<file path="src/ctrf_pkg.sv">
// package: register map, timer field layout and shared types
`default_nettype none
package ctrf_pkg;
   // ==========================================================
   // register offsets
   localparam logic [11:0] CTRF_OFS_CYCLE_TIME = 12'h0f0;
   localparam logic [11:0] CTRF_OFS_ACCEPT_SET = 12'h100;
   localparam logic [11:0] CTRF_OFS_ACCEPT_CLR = 12'h104;
   // ==========================================================
   // timer field layout and moduli
   localparam int CTRF_SEC_LSB = 25;
   localparam int CTRF_CYC_LSB = 12;
   localparam logic [6:0] CTRF_SEC_MAX = 7'h7f;
   localparam logic [12:0] CTRF_CYC_MAX = 13'h1f3f;
   localparam logic [11:0] CTRF_TICK_MAX = 12'hbff;
   // ==========================================================
   // filter layout
   localparam int CTRF_ALL_BUS_BIT = 31;
   localparam logic [5:0] CTRF_NODE_BASE = 6'h20;
   localparam logic [5:0] CTRF_NODE_TOP = 6'h3e;
   localparam logic [9:0] CTRF_LOCAL_BUS = 10'h3ff;
   localparam logic [31:0] CTRF_FILTER_RESET = 32'h0000_0000;
   localparam logic [31:0] CTRF_TIMER_RESET = 32'h0000_0000;
   // ==========================================================
   // types
   typedef struct packed {
      logic [6:0] timer_second_field;
      logic [12:0] timer_cycle_index;
      logic [11:0] timer_subcycle_ticks;
   } ctrf_time_t;
   typedef struct packed {
      logic [9:0] bus;
      logic [5:0] node;
   } ctrf_src_id_t;
   typedef enum logic [1:0] {
      CTRF_DEST_OTHER = 2'b00,
      CTRF_DEST_PHYS = 2'b01,
      CTRF_DEST_ASYNC_RECEIVE_REQUEST_QUEUE = 2'b10
   } ctrf_dest_t;
endpackage : ctrf_pkg
`default_nettype wire

</file>
<file path="src/ctrf_accept_check.sv">
// request acceptance decision against the upper filter mask
`default_nettype none
module ctrf_accept_check
   import ctrf_pkg::*;
(
   input wire logic [31:0] mask,
   input wire logic [9:0] local_bus,
   input wire ctrf_src_id_t src,
   output logic in_range,
   output logic accept
);
   logic [5:0] idx;
   logic is_local;

   assign is_local = (src.bus == local_bus) || (src.bus == CTRF_LOCAL_BUS);
   assign in_range = !is_local || (src.node >= CTRF_NODE_BASE && src.node <= CTRF_NODE_TOP);
   assign idx = src.node - CTRF_NODE_BASE;

   always_comb begin
      if (!is_local) begin
         accept = mask[CTRF_ALL_BUS_BIT];
      end else if (in_range) begin
         accept = mask[idx[4:0]];
      end else begin
         accept = 1'b0;
      end
   end
endmodule : ctrf_accept_check
`default_nettype wire

</file>
<file path="src/ctrf_cycle_timer.sv">
// cycle timer: three cascaded counters with load paths
`default_nettype none
module ctrf_cycle_timer
   import ctrf_pkg::*;
(
   input wire logic clk,
   input wire logic rst_n,
   input wire logic ce,
   input wire logic run,
   input wire logic ext_tick,
   input wire logic ext_mode,
   input wire logic load_rx,
   input wire logic [31:0] rx_value,
   input wire logic load_sw,
   input wire logic [31:0] sw_value,
   output ctrf_time_t time_q
);
   ctrf_time_t time_ff;
   ctrf_time_t nxt_time;
   logic tick_wrap;
   logic cyc_wrap;

   assign time_q = time_ff;

   always_comb begin
      nxt_time = time_ff;
      tick_wrap = 1'b0;
      cyc_wrap = 1'b0;
      if (load_sw) begin
         nxt_time = ctrf_time_t'(sw_value);
      end else if (load_rx) begin
         nxt_time = ctrf_time_t'(rx_value);
      end else if (run) begin
         if (ext_mode) begin
            tick_wrap = ext_tick;
            if (ext_tick) begin
               nxt_time.timer_subcycle_ticks = 12'h000;
            end else if (time_ff.timer_subcycle_ticks != CTRF_TICK_MAX) begin
               nxt_time.timer_subcycle_ticks = time_ff.timer_subcycle_ticks + 12'h001;
            end
         end else begin
            tick_wrap = (time_ff.timer_subcycle_ticks == CTRF_TICK_MAX);
            nxt_time.timer_subcycle_ticks = tick_wrap ? 12'h000 :
               time_ff.timer_subcycle_ticks + 12'h001;
         end
         if (tick_wrap) begin
            cyc_wrap = (time_ff.timer_cycle_index == CTRF_CYC_MAX);
            nxt_time.timer_cycle_index = cyc_wrap ? 13'h0000 :
               time_ff.timer_cycle_index + 13'h0001;
         end
         if (cyc_wrap) begin
            nxt_time.timer_second_field = time_ff.timer_second_field + 7'h01;
         end
      end
   end

   always_ff @(posedge clk or negedge rst_n) begin
      if (!rst_n) begin
         time_ff <= ctrf_time_t'(CTRF_TIMER_RESET);
      end else if (ce) begin
         time_ff <= nxt_time;
      end
   end
endmodule : ctrf_cycle_timer
`default_nettype wire

</file>
<file path="src/ctrf_top.sv">
// cycle timer and upper asynchronous request filter, top level
//
// How it works
// - as cycle master, outgoing cycle start carries current timer value
// - otherwise each received cycle start loads the whole timer, unless a register write to it lands in the same cycle
// - without cycle starts the timer keeps counting when enabled
// - seconds field in bits 31..25 counts cycle rollovers modulo 128
// - cycle field in bits 24..12 counts tick rollovers modulo 8000
// - tick field in bits 11..0 counts clocks modulo 3072 outside external mode
// - in external 8 kHz mode each external tick clears the tick field
// - requests for physical or receive queue are checked by source node
// - filtered-out requests are neither acknowledged nor queued
// - per-node check applies only to sources on our own bus
// - remote-bus requests accepted only when bit 31 is set
// - bit k enables local node k plus 32, nodes 32 to 62
// - ones written at set address set bits, at clear address clear
`default_nettype none
module ctrf_top
   import ctrf_pkg::*;
(
   // clock, reset, enable
   input wire logic CLK_IN,
   input wire logic RESET_N_IN,
   input wire logic CE_IN,
   // register port
   input wire logic REG_WR_IN,
   input wire logic REG_RD_IN,
   input wire logic [11:0] REG_ADDR_IN,
   input wire logic [31:0] REG_WDATA_IN,
   output logic [31:0] REG_RDATA_OUT,
   // cycle control
   input wire logic CYCLE_MASTER_IN,
   input wire logic TIMER_RUN_IN,
   input wire logic EXT_CLOCK_MODE_IN,
   input wire logic EXT_TICK_IN,
   input wire logic CYCLE_START_RX_IN,
   input wire logic [31:0] CYCLE_START_DATA_IN,
   input wire logic CYCLE_START_TX_REQ_IN,
   output logic [31:0] CYCLE_START_TX_DATA_OUT,
   // receive request check
   input wire logic [9:0] LOCAL_BUS_IN,
   input wire logic REQ_VALID_IN,
   input wire ctrf_dest_t REQ_DEST_IN,
   input wire ctrf_src_id_t REQ_SRC_IN,
   output logic REQ_DONE_OUT,
   output logic REQ_ACK_OUT,
   output logic REQ_QUEUE_OUT
);
   // ==========================================================
   // register decode
   logic [31:0] filter_ff;
   logic [31:0] nxt_filter;
   logic [31:0] tx_data_ff;
   logic [31:0] rdata_ff;
   logic done_ff;
   logic ack_ff;
   logic queue_ff;
   logic wr_time;
   logic wr_set;
   logic wr_clr;
   logic rx_load;
   logic accept;
   logic in_range;
   logic checked;
   ctrf_time_t time_q;

   assign wr_time = REG_WR_IN && (REG_ADDR_IN == CTRF_OFS_CYCLE_TIME);
   assign wr_set = REG_WR_IN && (REG_ADDR_IN == CTRF_OFS_ACCEPT_SET);
   assign wr_clr = REG_WR_IN && (REG_ADDR_IN == CTRF_OFS_ACCEPT_CLR);
   // cycle master ignores incoming starts: it is the time source
   assign rx_load = CYCLE_START_RX_IN && !CYCLE_MASTER_IN;

   // ==========================================================
   // cycle timer
   ctrf_cycle_timer u_timer (
      .clk(CLK_IN),
      .rst_n(RESET_N_IN),
      .ce(CE_IN),
      .run(TIMER_RUN_IN),
      .ext_tick(EXT_TICK_IN),
      .ext_mode(EXT_CLOCK_MODE_IN),
      .load_rx(rx_load),
      .rx_value(CYCLE_START_DATA_IN),
      .load_sw(wr_time),
      .sw_value(REG_WDATA_IN),
      .time_q(time_q)
   );

   // snapshot for the outgoing cycle start, taken only as master
   always_ff @(posedge CLK_IN or negedge RESET_N_IN) begin
      if (!RESET_N_IN) begin
         tx_data_ff <= 32'h0000_0000;
      end else if (CE_IN && CYCLE_MASTER_IN && CYCLE_START_TX_REQ_IN) begin
         tx_data_ff <= time_q;
      end
   end
   assign CYCLE_START_TX_DATA_OUT = tx_data_ff;

   // ==========================================================
   // upper acceptance filter
   always_comb begin
      nxt_filter = filter_ff;
      if (wr_set) begin
         nxt_filter = filter_ff | REG_WDATA_IN;
      end else if (wr_clr) begin
         nxt_filter = filter_ff & ~REG_WDATA_IN;
      end
   end

   always_ff @(posedge CLK_IN or negedge RESET_N_IN) begin
      if (!RESET_N_IN) begin
         filter_ff <= CTRF_FILTER_RESET;
      end else if (CE_IN) begin
         filter_ff <= nxt_filter;
      end
   end

   // ==========================================================
   // register read, one cycle after the strobe
   always_ff @(posedge CLK_IN or negedge RESET_N_IN) begin
      if (!RESET_N_IN) begin
         rdata_ff <= 32'h0000_0000;
      end else if (CE_IN && REG_RD_IN) begin
         unique case (REG_ADDR_IN)
            CTRF_OFS_CYCLE_TIME: rdata_ff <= time_q;
            CTRF_OFS_ACCEPT_SET, CTRF_OFS_ACCEPT_CLR: rdata_ff <= filter_ff;
            default: rdata_ff <= 32'h0000_0000;
         endcase
      end
   end
   assign REG_RDATA_OUT = rdata_ff;

   // ==========================================================
   // request check
   ctrf_accept_check u_check (
      .mask(filter_ff),
      .local_bus(LOCAL_BUS_IN),
      .src(REQ_SRC_IN),
      .in_range(in_range),
      .accept(accept)
   );

   // lower nodes belong to the other filter half: not decided here
   assign checked = REQ_VALID_IN && in_range &&
      (REQ_DEST_IN == CTRF_DEST_PHYS || REQ_DEST_IN == CTRF_DEST_ASYNC_RECEIVE_REQUEST_QUEUE);

   always_ff @(posedge CLK_IN or negedge RESET_N_IN) begin
      if (!RESET_N_IN) begin
         done_ff <= 1'b0;
         ack_ff <= 1'b0;
         queue_ff <= 1'b0;
      end else if (CE_IN) begin
         done_ff <= checked;
         ack_ff <= checked && accept;
         queue_ff <= checked && accept;
      end
   end
   assign REQ_DONE_OUT = done_ff;
   assign REQ_ACK_OUT = ack_ff;
   assign REQ_QUEUE_OUT = queue_ff;
endmodule : ctrf_top
`default_nettype wire

</file>
<file path="config.mk">
export PLATFORM = sky130hd
export DESIGN_NAME = ctrf_top
export DESIGN_NICKNAME = d
export VERILOG_FILES = /design/src/ctrf_pkg.sv /design/src/ctrf_accept_check.sv /design/src/ctrf_cycle_timer.sv /design/src/ctrf_top.sv
export SDC_FILE = /design/constraint.sdc
export NUM_CORES = 1
export LEC_CHECK = 0
export BUFFER_PORTS_ARGS = -buffer_cell sky130_fd_sc_hd__buf_2
export CAP_MARGIN = 10
export CORE_AREA = 2 2 136 138
export CTS_CLUSTER_DIAMETER = 80
export DETAILED_ROUTE_END_ITERATION = 16
export DIE_AREA = 0 0 138 140
export GPL_TIMING_DRIVEN = 0
export PLACE_DENSITY = 0.66
export REMOVE_ABC_BUFFERS = 1
export SETUP_SLACK_MARGIN = 0.02
export SLEW_MARGIN = 15
export SYNTH_ARGS = -nofsm -noshare
export SYNTH_HDL_FRONTEND = slang
export SYNTH_SLANG_ARGS = --single-unit
</file>
<file path="constraint.sdc">
create_clock -name CLK_IN -period 1.9 [get_ports CLK_IN]
set_input_delay 0.285 -clock CLK_IN [delete_from_list [all_inputs] [get_ports CLK_IN]]
set_output_delay 0.285 -clock CLK_IN [all_outputs]
set_load 0.02 [all_outputs]
</file>
Yosys cells after proc, flatten, opt, wreduce, memory -nomap -nowiden
Cells that the tools add are included.

operators by class
  reduce and logical (&&, ||, !) cells = 25
  mux-type cells = 25
  add/subtract/negate cells = 4
  order comparisons = 3
  bitwise operators = 3
  equal/unequal tests = 11

operators with widths
  cell                                                   number
  2-to-1 mux 32 bit                                      5
  case mux 32 bit (2 select lines)                       1
  2-to-1 mux 12 bit                                      4
  bitwise AND 32 bit                                     1
  inverter 32 bit                                        1
  bitwise OR 32 bit                                      1
  2-to-1 mux 13 bit                                      2
  equality test 12 x 9 -> 1 bit (second input constant)  2
  adder 13 x 1 -> 13 bit (second input constant)         1
  equality test 13 bit (second input constant)           1
  adder 12 x 1 -> 12 bit (second input constant)         1
  equality test 12 bit (second input constant)           1
  equality test 12 x 8 -> 1 bit (second input constant)  1
  != test 12 bit (second input constant)                 1
  logical AND 1 bit                                      11
  2-to-1 mux 1 bit                                       11
  equality test 10 bit                                   1
  equality test 10 bit (second input constant)           1
  AND reduction 3 bit                                    3
  nonzero test 3 bit                                     3
  adder 7 x 1 -> 7 bit (second input constant)           1
  2-to-1 mux 7 bit                                       1
  >= comparator 6 bit (second input constant)            1
  <= comparator 6 bit (second input constant)            1
  11 further kinds                                       14

storage, ports and cells
  input port bits = 116
  output and inout port bits = 67
  logic and storage cells = 79
  register bits after elaboration = 130

Logic depth before layout (Yosys ltp)
  word-level depth = 13
  mapped depth = 7
  gate-level depth less buffers = 6

Cells and area by module
From an unflattened synthesis, not the netlist that was laid out.

unflattened totals
  cell total of the unflattened synthesis = 663
  area total of the unflattened synthesis = 7168.1 um^2

by module, submodules not included
  module             instances  seq. area each (um^2)  area each (um^2)  cells each
  ctrf_top           1          2452.4                 4201.5            314
  ctrf_cycle_timer   1          800.8                  2472.4            297
  ctrf_accept_check  1          0.0                    494.2             52

Worst setup path before layout
Ideal clock, no wire load.

  path type = input-to-reg
  start = input port REG_ADDR_IN[9]
  end = register u_timer.time_ff, in the netlist u_timer.time_q[10]
  stages = 7
  library setup time = 128 ps
  required time = 1772 ps
  arrival = 2112 ps
  slack = -340 ps
  buffers on the path = 2
  cells stage by stage = or4_4 -> or4_1 -> buf_2 -> buf_6 -> and3_1 -> a221oi_1 -> o22ai_1

between the ends
  longest elaborated chain between the ends = 4
  elaborated cells on any way between the ends = 6
  classes of those cells = eq/ne: 2; mux: 1; reduce/logical: 3

ends and longest elaborated chain
  element                                                                 line                    source
  from (decl)                                                             ctrf_top.sv:28          input wire logic [11:0] REG_ADDR_IN,
  equality test 12 x 8 -> 1 bit *                                         ctrf_top.sv:67          assign wr_time = REG_WR_IN && (REG_ADDR_IN == CTRF_OFS_CYCLE_TIME);
  logical AND 1 bit *                                                     ctrf_top.sv:67
  != test 5 x 1 -> 1 bit (no line) or nonzero test 3 bit (tied branches)  -
  AND reduction 3 bit (no line)                                           -
  to (signal assigned)                                                    ctrf_cycle_timer.sv:59  time_ff <= ctrf_time_t'(CTRF_TIMER_RESET);
  to (signal assigned)                                                    ctrf_cycle_timer.sv:61  time_ff <= nxt_time;
  to (decl)                                                               ctrf_cycle_timer.sv:18  ctrf_time_t time_ff;

Mark *: on every way between the ends. The rest lies on a longest branch, timed or not.
A chain may end at the register's enable or synchronous reset.

Worst setup path in the final report
  start = register u_timer.time_ff, in the netlist u_timer.time_q[10]
  end = register u_timer.time_ff, in the netlist u_timer.time_q[20]

between the ends
  longest elaborated chain between the ends = 7

ends and longest elaborated chain
  element                        line                    source
  equality test 12 bit           ctrf_cycle_timer.sv:42  tick_wrap = (time_ff.timer_subcycle_ticks == CTRF_TICK_MAX);
  2-to-1 mux 1 bit               ctrf_cycle_timer.sv:34  if (ext_mode) begin
  2-to-1 mux 1 bit               ctrf_cycle_timer.sv:33  end else if (run) begin
  2-to-1 mux 1 bit               ctrf_cycle_timer.sv:31  end else if (load_rx) begin
  2-to-1 mux 1 bit               ctrf_cycle_timer.sv:29  if (load_sw) begin
  nonzero test 3 bit (no line)   -
  AND reduction 3 bit (no line)  -

No other way between the ends. The select of a mux whose other input is x is not followed.

==> reports/metrics.cfg <==
[yosys]
synth_area_per_cell_sq_um=9.62
ys_ff_latch=130
netlist.top_cell.by_area=dfrtp_1
seq_area_frac_synth=0.462
synth_edf_count=0
yosys-top-cells-count=dfrtp_1 (130), nand2_1 (74), nor2_1 (68), a21oi_1 (52), inv_1 (44)
yosysWarningCount=0
ys_async_sr_fraction=1.00
synth_most_common_cell=dfrtp_1
yosysUniqueCellTypes=60
ys.flop_type=dfrtp_1
synthTopCellsByArea=dfrtp_1 (46%), mux2i_1 (4.8%), nand2_1 (3.9%)
syn_area_sq_um=7040
netlist_instances=732
synth_top_area_frac=0.462

[final_layout]
finalCoreUtilization=0.550
n_antenna_cell=0
nets=1064
synthToLayoutAreaGrowth_pct=39.0
final_cell_count_no_fill=1185
fillers=1616
drive_gt1_frac=0.409

[timing]
tightest_slew_ns=0.658
rsz0062_at_grt=true
slew_violations=0
final_period_minus_worst_setup_slack_ns=2.13
fmax_ghz=0.470
setup_ws_ns=-0.226
hold_violations=0
setup_violations=27
max-slew-margin-rel=0.561
hold_ws_ns=0.138
fin_crit_sh=1.12
fin_skew_ns=0.0102

[placed_design]
gp_congestion=0.803
io_buffer_count=182
dp_hpwl_mm=15.7
dp_cells=1101

[clock_tree]
clockBufferDepth=2
numCtsBuffers=17
cts_tree=done
clk_latency_ns=0.42
cts.sinks=130
clkTransAtPathRegs_ns=0.06
cts-root-buf=clkbuf_16
htreeDepth=4

[global_route]
grt_antenna_before_repair=0
busiest_layer=met2
use_met3=0.0414
grt_max_degree=71
overflow=0
grtUsageMet2=0.410
grt_pass1_vias=6627
track_usage=0.256
grt_pass1_wl_mm=38.1
use_met1=0.351

[setup_path]
reg2reg_depth=9
path_class=flop to flop
cp-end-kind=flop
worstPathArrival_ns=2.42
r2r_start=u_timer.time_q[10]
crit_path_max_fanout=8
crit_path_start_kind=flop
critPathRequiredTime_ns=2.20
crit_path_start=u_timer.time_q[10]

[floorplan]
pin_count=183
fp.dieW_um=138
fp-row-count=49
fp.coreArea_sq_um=17800
die_h_um=140
dieArea_sq_um=19300
start_util=0.396

[detailed_routing]
routed_via_density=5.73
wire_per_inst_um=21.7
initialDrtViolationCount=600
route.detailed.drc=0
drt_wl_total_mm=25.7
dr.pass1.iters=7
vias=6794
detail-route-antenna-nets=0

[min_path]
whs_path_depth=3
min_from=REG_WDATA_IN[19]
hold_class=input port to flop

[job]
cap_violations=0

[pwr]
p_total_mw=9.65
vdd_drop_max_mv=0.642
powerDensity_nw_per_um2=986
p_leak_nw=4.67

[run_status]
status=finished, violations left
failed_checks=negative setup slack

==> critical path: stages, from the launching register on <==
cell,delay [ns]
dfrtp_2,0.41
or4bb_4,0.53
nor3_4,0.20
nor3_4,0.08
buf_6,0.13
buf_8,0.12
buf_4,0.13
buf_12,0.14
o21ai_4,0.16
o31ai_4,0.10
==> cells by family after synthesis <==
logic type	share of synthesized area
buf+inv	0.0558
mux	0.116
flops	0.462
compound gates	0.177
fa+ha+maj	0.00533
xor+xnor	0.0311
simple gates	0.154
==> worst paths after layout <==
check,slack (ns),end
worst max-delay path,-0.23,u_timer.time_q[20]
worst min-delay path,0.14,u_timer.time_q[19]
worst max register to register,-0.23,u_timer.time_q[20]
worst min register to register,0.47,CYCLE_START_TX_DATA_OUT[30]
max in group asynchronous,0.78,u_timer.time_q[14]
min in group asynchronous,0.39,CYCLE_START_TX_DATA_OUT[23]
==> through the flow <==
stage / setup slack (ns) / setup TNS [ns] / instance area (sq um)
after floorplan: -1.62 / -119.66 / 6810
after global placement: -4.00 / -497.46 / 8010
after detailed placement: -1.95 / -119.05 / 8260
after CTS: -0.179 / -2.78 / 9520
after global routing: -0.262 / -5.89 / 9790
final: -0.226 / -4.13 / 9790
==> routing by layer <==
metal / vias to the layer above / wire length (um)
met5: - / 0
met4: 0 / 743
met3: 56 / 1730
met2: 348 / 12400
met1: 3304 / 10800
li1: 3086 / -
==> report_power, final <==
part           internal, mW  switching (mW)  total [mW]
clock                  2.09            1.20        3.29
combinational          1.09            1.43        2.52
sequential             3.29           0.541        3.84
==> cell type report <==
type / instances / area, sq um / share of cell area
Multi-Input combinational cell: 514 / 3920 / 0.401
Sequential cell: 130 / 3270 / 0.334
Timing Repair Buffer: 238 / 1570 / 0.160
Clock buffer: 25 / 505 / 0.0517
Tap cell: 229 / 287 / 0.0293
Inverter: 44 / 165 / 0.0169
Clock inverter: 5 / 75.1 / 0.00767
==> timing repair <==
| action | 4_1_cts | 5_1_grt |
|---|---|---|
| hold buffers | 1 | 0 |
| gates resized for setup | 83 | 26 |
| endpoints found under the setup margin | 97 | 65 |
| setup buffers | 30 | 14 |
| cloned | 11 | 1 |
| endpoints found under the hold margin | 60 | 0 |
| pin swaps | 30 | 18 |
==> placed cells by master, fill, tap and decap left out, drive strengths merged, types with 26 or more instances in the layout <==
cell    instances
a21oi          52
a22oi          32
buf           236
clkbuf         26
dfrtp         130
inv            44
mux2i          34
nand2          74
nor2           69
o21ai          33
Power figures use the tool's default switching activity.
